File: src/inc/gle_pkg.sv
// package: register offsets, field positions, reset values and timing for the gauge/led slice
package gle_pkg;
    // ------------------------------------------------------------
    // register offsets
    // ------------------------------------------------------------
    localparam logic [7:0] GLE_OFS_VOLT_HIGH   = 8'h22;
    localparam logic [7:0] GLE_OFS_VOLT_LOW    = 8'h23;
    localparam logic [7:0] GLE_OFS_EST_CFG     = 8'h24;
    localparam logic [7:0] GLE_OFS_CLEAR       = 8'h25;
    localparam logic [7:0] GLE_OFS_ENABLES     = 8'h26;
    localparam logic [7:0] GLE_OFS_BOOST_CFG   = 8'h27;
    localparam logic [7:0] GLE_OFS_SOC         = 8'h21;
    // ------------------------------------------------------------
    // field positions
    // ------------------------------------------------------------
    localparam int GLE_BIT_EST_ON       = 0;
    localparam int GLE_BIT_EST_SLEEP    = 1;
    localparam int GLE_BIT_EST_INTERVAL = 2;
    localparam int GLE_BIT_CLEAR        = 7;
    localparam int GLE_BIT_BOOST_ON     = 5;
    localparam int GLE_BIT_SINK_LO      = 1;
    localparam int GLE_BIT_SINK_HI      = 4;
    localparam int GLE_BIT_BACKLIGHT    = 0;
    localparam int GLE_BIT_STANDALONE   = 7;
    localparam int GLE_LOW_FIELD_LSB    = 3;
    localparam int GLE_VOLT_WIDTH       = 13;
    localparam int GLE_SOC_WIDTH        = 7;
    // ------------------------------------------------------------
    // reset values and masks
    // ------------------------------------------------------------
    localparam logic [7:0] GLE_RST_EST_CFG   = 8'h00;
    localparam logic [7:0] GLE_RST_ENABLES   = 8'h00;
    localparam logic [7:0] GLE_RST_BOOST_CFG = 8'h00;
    localparam logic [7:0] GLE_MASK_EST_CFG  = 8'h07;
    localparam logic [7:0] GLE_MASK_ENABLES  = 8'h3F;
    localparam logic [7:0] GLE_MASK_BOOST    = 8'hED;
    localparam logic [12:0] GLE_RST_VOLT     = 13'h0000;
    localparam logic [6:0]  GLE_RST_SOC      = 7'h00;
    // ------------------------------------------------------------
    // sleep refresh timing
    // ------------------------------------------------------------
    localparam longint GLE_CLK_HZ          = 10_000_000;
    localparam longint GLE_SLEEP_SHORT_MIN = 5;
    localparam longint GLE_SLEEP_LONG_MIN  = 20;
    localparam longint GLE_SLEEP_SHORT_CYC = GLE_SLEEP_SHORT_MIN * 60 * GLE_CLK_HZ;
    localparam longint GLE_SLEEP_LONG_CYC  = GLE_SLEEP_LONG_MIN * 60 * GLE_CLK_HZ;
endpackage

File: src/design/gle_interval_timer.sv
// interval timer that paces estimator refreshes in sleep mode
`timescale 1ns/100ps
module gle_interval_timer #(
    parameter int           CNT_W     = 34,
    parameter logic [33:0]  SHORT_CYC = 34'h0_B2D0_5E00,
    parameter logic [33:0]  LONG_CYC  = 34'h2_CB41_7800
) (
    // clock and reset
    input  wire logic clock,
    input  wire logic sys_rst,
    // control
    input  wire logic run,
    input  wire logic long_sel,
    // event
    output logic      tick
);
    logic [CNT_W-1:0] count;
    logic [CNT_W-1:0] limit;

    // the limit compare is sized for the widest interval, so the width is fixed
    if (CNT_W != 34) begin : g_bad_width
        $error("gle_interval_timer: CNT_W must be 34");
    end

    assign limit = long_sel ? LONG_CYC : SHORT_CYC;

    // counter restarts when sleep leaves, so the first refresh comes one full interval later
    always_ff @(posedge clock) begin
        if (sys_rst || !run) begin
            count <= '0;
            tick  <= 1'b0;
        end else if (count >= limit - 34'h1) begin
            count <= '0;
            tick  <= 1'b1;
        end else begin
            count <= count + 34'h1;
            tick  <= 1'b0;
        end
    end
endmodule

File: src/design/gle_regs.sv
// register slice: voltage readback, estimator config, result clear, boost and sink enables
`timescale 1ns/100ps

// Functional notes
// - the low voltage register shows result bits 4..0 in bits 7..3 and zero in bits 2..0.
// - in sleep mode the charge result refreshes every 5 minutes, or every 20 when bit 2 is set.
// - bit 1 of the estimator config selects sleep mode, reset 0.
// - bit 0 of the estimator config turns the estimator on, reset 0.
// - writing 1 to bit 7 of the clear register restores charge and both voltage results.
// - bit 5 of the enables drives the boost output only in standalone mode.
// - bits 4..1 of the enables switch sinks five..two unless that channel is grouped.
// - bit 0 of the enables switches the grouped backlight; all enables reset to 0.
// - the high voltage register shows result bits 12..5, read-only.
// - a separate bit selects boost mode: 0 led driving, 1 standalone.
module gle_regs
    import gle_pkg::*;
#(
    parameter logic [33:0] SHORT_CYC = 34'(GLE_SLEEP_SHORT_CYC),
    parameter logic [33:0] LONG_CYC  = 34'(GLE_SLEEP_LONG_CYC)
) (
    // clock and reset
    input  wire logic        clock,
    input  wire logic        sys_rst,
    // register port from the serial interface
    input  wire logic        reg_wr,
    input  wire logic        reg_rd,
    input  wire logic [7:0]  reg_addr,
    input  wire logic [7:0]  reg_wdata,
    output logic      [7:0]  reg_rdata,
    // estimator measurement side
    input  wire logic        sample_valid,
    input  wire logic [12:0] sample_volt,
    input  wire logic [6:0]  sample_charge,
    // grouping of channels five..two into the backlight
    input  wire logic [3:0]  sink_grouped,
    // estimator controls
    output logic             estimator_on,
    output logic             estimator_sleep,
    output logic             estimator_refresh,
    // analog enables
    output logic             boost_output_on,
    output logic             sink_five_on,
    output logic             sink_four_on,
    output logic             sink_three_on,
    output logic             sink_two_on,
    output logic             grouped_backlight_on
);
    // ------------------------------------------------------------
    // storage
    // ------------------------------------------------------------
    logic [7:0]  est_cfg;
    logic [7:0]  enables;
    logic [7:0]  boost_cfg;
    logic [12:0] volt_result;
    logic [6:0]  charge_percent_result;
    logic        clear_hit;
    logic        sleep_tick;
    logic        boost_standalone_select;
    logic [3:0]  next_sinks;
    logic        wr_est_cfg;
    logic        wr_enables;
    logic        wr_boost_cfg;
    logic        wr_clear;
    logic        sample_take;
    logic        sleep_run;
    logic [7:0]  next_rdata;

    // ------------------------------------------------------------
    // elaboration checks
    // ------------------------------------------------------------
    // a zero interval would wrap the timer limit and stretch refreshes to one per 2^34 cycles
    if (SHORT_CYC == '0) begin : g_bad_short
        $error("gle_regs: SHORT_CYC must be nonzero");
    end
    if (LONG_CYC == '0) begin : g_bad_long
        $error("gle_regs: LONG_CYC must be nonzero");
    end
    if (LONG_CYC <= SHORT_CYC) begin : g_bad_order
        $error("gle_regs: LONG_CYC must exceed SHORT_CYC");
    end
    if (GLE_VOLT_WIDTH != 13 || GLE_SOC_WIDTH != 7) begin : g_bad_fields
        $error("gle_regs: result widths do not match the read fields");
    end

    function automatic logic hit(input logic [7:0] a, input logic [7:0] ofs);
        hit = (a == ofs);
    endfunction

    // ------------------------------------------------------------
    // write decode
    // ------------------------------------------------------------
    assign wr_est_cfg   = reg_wr && hit(reg_addr, GLE_OFS_EST_CFG);
    assign wr_enables   = reg_wr && hit(reg_addr, GLE_OFS_ENABLES);
    assign wr_boost_cfg = reg_wr && hit(reg_addr, GLE_OFS_BOOST_CFG);
    assign wr_clear     = reg_wr && hit(reg_addr, GLE_OFS_CLEAR);
    // the clear bit is never stored, so it acts once per write and always reads zero
    assign clear_hit = wr_clear && reg_wdata[GLE_BIT_CLEAR];
    assign boost_standalone_select = boost_cfg[GLE_BIT_STANDALONE];
    // samples are dropped while the estimator is off rather than queued for later
    assign sample_take = sample_valid && est_cfg[GLE_BIT_EST_ON];

    // ------------------------------------------------------------
    // writable registers
    // ------------------------------------------------------------
    always_ff @(posedge clock) begin
        if (sys_rst) begin
            est_cfg <= GLE_RST_EST_CFG;
        end else if (wr_est_cfg) begin
            est_cfg <= reg_wdata & GLE_MASK_EST_CFG;
        end
    end

    always_ff @(posedge clock) begin
        if (sys_rst) begin
            enables <= GLE_RST_ENABLES;
        end else if (wr_enables) begin
            enables <= reg_wdata & GLE_MASK_ENABLES;
        end
    end

    always_ff @(posedge clock) begin
        if (sys_rst) begin
            boost_cfg <= GLE_RST_BOOST_CFG;
        end else if (wr_boost_cfg) begin
            boost_cfg <= reg_wdata & GLE_MASK_BOOST;
        end
    end

    // ------------------------------------------------------------
    // sleep pacing
    // ------------------------------------------------------------
    // the timer only runs while the estimator is on and asleep
    assign sleep_run = est_cfg[GLE_BIT_EST_ON] && est_cfg[GLE_BIT_EST_SLEEP];
    gle_interval_timer #(
        .CNT_W     (34),
        .SHORT_CYC (SHORT_CYC),
        .LONG_CYC  (LONG_CYC)
    ) u_timer (
        .clock    (clock),
        .sys_rst  (sys_rst),
        .run      (sleep_run),
        .long_sel (est_cfg[GLE_BIT_EST_INTERVAL]),
        .tick     (sleep_tick)
    );

    // ------------------------------------------------------------
    // results: clear beats a sample arriving in the same cycle
    // ------------------------------------------------------------
    always_ff @(posedge clock) begin
        if (sys_rst || clear_hit) begin
            volt_result           <= GLE_RST_VOLT;
            charge_percent_result <= GLE_RST_SOC;
        end else if (sample_take) begin
            volt_result           <= sample_volt;
            charge_percent_result <= sample_charge;
        end
    end

    // ------------------------------------------------------------
    // read path
    // ------------------------------------------------------------
    always_comb begin
        case (reg_addr)
            GLE_OFS_SOC:       next_rdata = {1'b0, charge_percent_result};
            GLE_OFS_VOLT_HIGH: next_rdata = volt_result[12:5];
            GLE_OFS_VOLT_LOW:  next_rdata = {volt_result[4:0], 3'h0};
            GLE_OFS_EST_CFG:   next_rdata = est_cfg;
            GLE_OFS_CLEAR:     next_rdata = 8'h00;
            GLE_OFS_ENABLES:   next_rdata = enables;
            GLE_OFS_BOOST_CFG: next_rdata = boost_cfg;
            default:           next_rdata = 8'h00;
        endcase
    end

    // registered so the data stays put until the next read, whatever the address does
    always_ff @(posedge clock) begin
        if (sys_rst) begin
            reg_rdata <= 8'h00;
        end else if (reg_rd) begin
            reg_rdata <= next_rdata;
        end
    end

    // ------------------------------------------------------------
    // estimator and analog enables, all registered
    // ------------------------------------------------------------
    always_comb begin
        next_sinks = enables[GLE_BIT_SINK_HI:GLE_BIT_SINK_LO] & ~sink_grouped;
    end

    // refresh leaves as a one-cycle pulse; the estimator acts on each pulse once
    always_ff @(posedge clock) begin
        if (sys_rst) begin
            estimator_on      <= 1'b0;
            estimator_sleep   <= 1'b0;
            estimator_refresh <= 1'b0;
        end else begin
            estimator_on      <= est_cfg[GLE_BIT_EST_ON];
            estimator_sleep   <= est_cfg[GLE_BIT_EST_SLEEP];
            estimator_refresh <= sleep_tick;
        end
    end

    // registered so the analog side never sees a glitch while a write decodes
    always_ff @(posedge clock) begin
        if (sys_rst) begin
            boost_output_on      <= 1'b0;
            sink_five_on         <= 1'b0;
            sink_four_on         <= 1'b0;
            sink_three_on        <= 1'b0;
            sink_two_on          <= 1'b0;
            grouped_backlight_on <= 1'b0;
        end else begin
            boost_output_on      <= enables[GLE_BIT_BOOST_ON] && boost_standalone_select;
            sink_five_on         <= next_sinks[3];
            sink_four_on         <= next_sinks[2];
            sink_three_on        <= next_sinks[1];
            sink_two_on          <= next_sinks[0];
            grouped_backlight_on <= enables[GLE_BIT_BACKLIGHT];
        end
    end
endmodule

File: config.mk
export PLATFORM = sky130hd
export DESIGN_NAME = gle_regs
export DESIGN_NICKNAME = d
export VERILOG_FILES = /design/src/inc/gle_pkg.sv /design/src/design/gle_interval_timer.sv /design/src/design/gle_regs.sv
export SDC_FILE = /design/constraint.sdc
export NUM_CORES = 1
export LEC_CHECK = 0
export ABC_AREA = 1
export BUFFER_PORTS_ARGS = -buffer_cell sky130_fd_sc_hd__buf_2
export CAP_MARGIN = 20
export CORE_AREA = 2 2 128 130
export DETAILED_ROUTE_END_ITERATION = 8
export DIE_AREA = 0 0 130 132
export GPL_TIMING_DRIVEN = 0
export PLACE_DENSITY_LB_ADDON = 0.08
export SETUP_SLACK_MARGIN = 0.02
export SYNTH_ARGS = -nofsm -noshare
export SYNTH_HDL_FRONTEND = slang
export SYNTH_HIERARCHICAL = 1
export SYNTH_SLANG_ARGS = --single-unit
File: constraint.sdc
create_clock -name clock -period 1.93 [get_ports clock]
set_input_delay 0.193 -clock clock [delete_from_list [all_inputs] [get_ports clock]]
set_output_delay 0.193 -clock clock [all_outputs]
set_load 0.01 [all_outputs]
[Yosys cells after proc, flatten, opt, wreduce, memory -nomap -nowiden]
Cells that the tools add are included.
Operators by class
  equality and inequality tests: 7
  add/sub/neg operators: 2
  mux-type cells: 3
  reduce and logical (&&, ||, !) cells: 12
  bitwise gates (word level): 2
  order comparisons: 1
Operators by type and width (count)
  $eq A8 B6 Y1 const B: 7
  $pmux W8 S6: 1
  $add A34 B1 Y34 const B: 1
  $ge A34 B34 Y1: 1
  $mux W34: 1
  $sub A34 B1 Y34 const B: 1
  $logic_and A1 B1 Y1: 8
  $and A4 B4 Y4: 1
  $not A4 Y4: 1
  $logic_or A1 B1 Y1: 2
  $reduce_or A2 Y1: 1
  $logic_not A1 Y1: 1
  $mux W1: 1
Storage, ports and cells
  input bits: 45
  output and inout port bits: 17
  register bits: 87
  word-level logic and storage cells: 44

[Longest topological paths before layout]
  word-level depth: 4
  gate-level depth with buffers: 12
  depth with buffers taken out: 11

[Modules after synthesis]
The synthesis kept the hierarchy.
By module, submodules not included
  gle_interval_timer: sequential area each 700.7 um^2, area an instance 2429.8 um^2, times used 1, cells each 367
  gle_regs: sequential area each 1041.0 um^2, area an instance 2188.3 um^2, times used 1, cells each 296

[Worst setup path before layout]
Ideal clock, no wire load.
  path kind: flip-flop to flip-flop
  start: reg est_cfg[2]
  end: reg u_timer.count[0]
  cell stages (with the launch flop): 11
  buffers on the path: 1
  data required time: 1.810 ns
  arrival: 1.676 ns
  clock period less this slack: 1.796 ns
  setup slack: 0.134 ns
  setup time: 0.120 ns
  path through: dfxtp_1 inv_1 ha_1 nand2_1 nor2_2 nand3_1 nor3_2 nand2_2 nand3_4 buf_12 nor2_2
On the way
  longest elaborated chain between the ends: 4
Ends and longest elaborated chain
  start: declaration: line gle_regs.sv:51  | logic [7:0] est_cfg;
  start signal: assignment: line gle_regs.sv:109  | est_cfg <= reg_wdata & GLE_MASK_EST_CFG;
  $mux W34: line gle_interval_timer.sv:25  | assign limit = long_sel ? LONG_CYC : SHORT_CYC;
  $sub A34 B1 Y34: line gle_interval_timer.sv:32  | end else if (count >= limit - 34'h1) begin
  $ge A34 B34 Y1: line gle_interval_timer.sv:32
  $reduce_or A2 Y1 (no line)
  end signal: assignment: line gle_interval_timer.sv:36  | count <= count + 34'h1;
  end: declaration: line gle_interval_timer.sv:17  | logic [CNT_W-1:0] count;
No other way between the ends.
A chain may end at the register's enable or synchronous reset.

[Worst setup path in the final report]
  start: reg est_cfg[2]
  end: reg u_timer.count[12]
Same word-level chain as after synthesis.

==> results.sh <==
export IMPL_synth_avg_cell_area_sq_um=6.966
export IMPL_grt_overflow_total=0
export IMPL_cts_sinks=87
export IMPL_routabilityCongestion=0.8823
export IMPL_grt_pass1_wl_um=21420
export IMPL_finalInstanceArea_sq_mm=0.005833
export IMPL_dieArea_sq_mm=0.01716
export IMPL_dpl_cell_count=939
export IMPL_met1_length_um=6871
export IMPL_worst_slack_ns=-0.1486
export IMPL_area_growth_pct=26.31
export IMPL_syn_inst=663
export IMPL_cts_tree="yes"
export IMPL_dpl_cell_area_sq_mm=0.005189
export IMPL_highest_layer="met4"
export IMPL_slowest_delay_ns=0.39
export IMPL_antenna_found_initial=0
export IMPL_die_h_um=132
export IMPL_wl_per_cell_um=13.47
export IMPL_fin_cells=971
export IMPL_synth_area_sq_mm=0.004618
export IMPL_crit_fanout=10
export IMPL_clkTransAtPathRegs_ns=0.07
export IMPL_ant_nets=0
export IMPL_period_needed_ns=2.079
export IMPL_finalPower_w=0.003624
export IMPL_preCtsSetupSlack_ns=-0.5211
export IMPL_cp_common_cell="buf_12"
export IMPL_die_x_um=130
export IMPL_rsz0062_at_grt="true"
export IMPL_required_ns=2.17
export IMPL_viasPerCell=4.435
export IMPL_pin_count=62
export IMPL_power_density_mw_per_mm2=621.4
export IMPL_clock_skew_ns=0.007106
export IMPL_setup_viol=33
export IMPL_leakage_nw=2.124
export IMPL_first_pass_iters=4
export IMPL_cp_slowest_cell="dfxtp_4"
export IMPL_cts_root_buf="clkbuf_16"
export IMPL_status="finished with violations"
export IMPL_drt_iter0_markers=207
export IMPL_drcViolationCount=0
export IMPL_hpwlAfterDp_um=10120
export IMPL_critical_path_class="reg2reg"
export IMPL_wl_met3_um=403
export IMPL_grt_max_degree=16
export IMPL_diodes=0
export IMPL_wl_um=13080
export IMPL_port_buffers=60
export IMPL_tns_ns=-3.642
export IMPL_arrival_ns=2.32
export IMPL_violations="negative setup slack"
export IMPL_htreeDepth=3
export IMPL_path_cells="clkinvlp_4 -> buf_12 -> ha_4 -> nand2_4 -> nor2_4 -> nand3_4 -> nor3_4 -> nand2_4 -> nand3_4 -> buf_12 -> buf_12 -> nor2_2"
export IMPL_synth_yosys_seq_area_share_pct=37.71
export IMPL_groute_usage_overall_pct=16.08
export IMPL_ir_worst_vdd_v=0.0003900
export IMPL_synth_seq_cells=87
export IMPL_endpoint_kind="register"
export IMPL_worstMarginPinSlew_ns=0.5271
export IMPL_start_util_pct=29.39
export IMPL_insertion_delay_ns=0.35
export IMPL_grt_pass1_vias=4189
export IMPL_dr_wl_met2_um=5529
export IMPL_finalHoldViolations=0
export IMPL_cp_start_kind="register"
export IMPL_core_area_sq_mm=0.01571
export IMPL_slew_headroom_pct=64.86
export IMPL_maxCapViolCount=0
export IMPL_synthDistinctLibCells=30
export IMPL_cts_buffers=9
export IMPL_syn_num_nets=721
export IMPL_cts_buffer_depth=2
export IMPL_row_count=46
export IMPL_min_delay_path_class="in2reg"
export IMPL_drive_gt1_share_pct=23.44
export IMPL_vias=4306
export IMPL_final_nets=808
export IMPL_fmax_ghz=0.4811
export IMPL_yosys_warnings=6
export IMPL_finalCritPeriodShare_pct=107.7
export IMPL_drv_slew=0
-- final cells by class --
cell class | instances | area, sq um
Buffer | 20 | 133.9
Clock buffer | 11 | 242.7
Clock inverter | 5 | 42.54
Fill cell | 1663 | 9879
Inverter | 79 | 300.3
Multi-Input combinational cell | 476 | 2586
Sequential cell | 87 | 1747
Tap cell | 216 | 270.3
Timing Repair Buffer | 77 | 510.5
-- per-layer routing --
metal  GRT usage [%]  vias to the layer above
met5               0                        -
met1           23.57                     1945
met2           23.21                       69
met3           2.800                       15
li1                -                     2277
met4           6.392                        0
-- power by group --
group          internal, W  total, W  switching (W)
clock             0.000920   0.00169       0.000770
sequential         0.00179   0.00180    0.000000982
combinational    0.0000559  0.000140      0.0000837
total              0.00277   0.00362       0.000855
-- cells by family (layout without fill, tap and decap cells) --
group,after synthesis,in the layout,synth area share (%)
and+or+nand+nor,375,375,37.55
buffers and inverters,100,192,9.754
DFF,87,87,37.71
AOI/OAI and AO/OA,65,65,7.098
xor gates and xnor gates,23,23,4.362
adders and majority gates,13,13,3.522
-- critical path, delay by kind of cell, from the launching register on --
kind,cells,cell delay (ns)
AND/OR/NAND/NOR,7,0.75
adder cells (fa/ha/maj),1,0.28
flip-flops,1,0.39
buffers and inverters,4,0.53
-- metrics by stage --
stage          utilization (%)  hold WS, ns
2_1_floorplan                -       0.2698
3_3_place_gp             33.02       0.3591
3_5_place_dp             33.02       0.3635
4_1_cts                  36.74      0.07695
5_1_grt                  37.12      0.08611
6_report                 37.12      0.09206
-- synthesized netlist by cell type --
cell type	instances	share of area [%]
nand2_1	162	13
dfxtp_1	87	38
inv_1	77	6.3
nand3_1	74	8.0
nor2_1	64	5.2
a21oi_1	46	5.0
nor2_2	36	4.9
xor2_1	18	3.4
nor3_1	14	1.5
ha_1	13	3.5
o21ai_0	12	1.3
clkbuf_1	8	0.65
nand4_1	7	0.95
nor2_4	7	1.7
buf_2	6	0.65
o21ai_1	6	0.65
xnor2_1	5	0.95
nand2_2	4	0.54
buf_12	3	1.3
buf_6	2	0.49
inv_2	2	0.16
nor3_2	2	0.43
a21boi_0	1	0.16
buf_1	1	0.081
buf_4	1	0.16
nand2_4	1	0.24
nand3_2	1	0.22
nand3_4	1	0.38
nand3b_1	1	0.16
or2_0	1	0.14
-- cells in the final DEF (no fill, tap or decap), types with 2 or more instances in the layout --
master,synthesis,layout
buf_2,6,66
nor2_1,64,57
nand2_1,162,156
a21oi_1,46,46
nor3_1,14,14
dlygate4sd3_1,0,4
ha_1,13,7
buf_6,2,6
inv_2,2,2
inv_1,77,76
clkbuf_1,8,9
nand2_2,4,8
ha_4,0,6
o21ai_1,6,6
o21ai_0,12,12
nor2_4,7,11
dfxtp_1,87,85
clkinv_4,0,3
buf_12,3,5
nand3_4,1,2
clkinvlp_4,0,2
nor2_2,36,39
nand2_4,1,3
nand4_1,7,7
xor2_1,18,18
clkbuf_16,0,9
buf_4,1,6
xnor2_1,5,5
nand3_1,74,73
-- flip-flops by register name, indices dropped and copies added, names as in the netlist, 3 cells and up --
signal,flops
volt_result,13
charge_percent_result,7
enables,6
u_timer/count,34
boost_cfg,6
reg_rdata,8
est_cfg,3
-- path summary, 6_finish.rpt --
| check | from | endpoint | slack [ns] | depth (start not counted) |
|---|---|---|---|---|
| hold reg to reg | u_timer/tick | estimator_refresh | 0.41 | 2 |
| setup reg to reg | est_cfg[2] | u_timer/count[12] | -0.15 | 12 |
| hold / removal | sample_charge[4] | charge_percent_result[4] | 0.09 | 3 |
| setup / recovery | est_cfg[2] | u_timer/count[12] | -0.15 | 12 |
-- timing repair --
action                     4_1_cts  5_1_grt
hold buffers                     4        0
setup buffers                   11        1
hold endpoints to repair         4        0
setup endpoints to repair       35       34
cloned                           1        0
pin swaps                        6        0
resized for setup               24       15
Note: power is estimated with default switching activity, not from simulation.
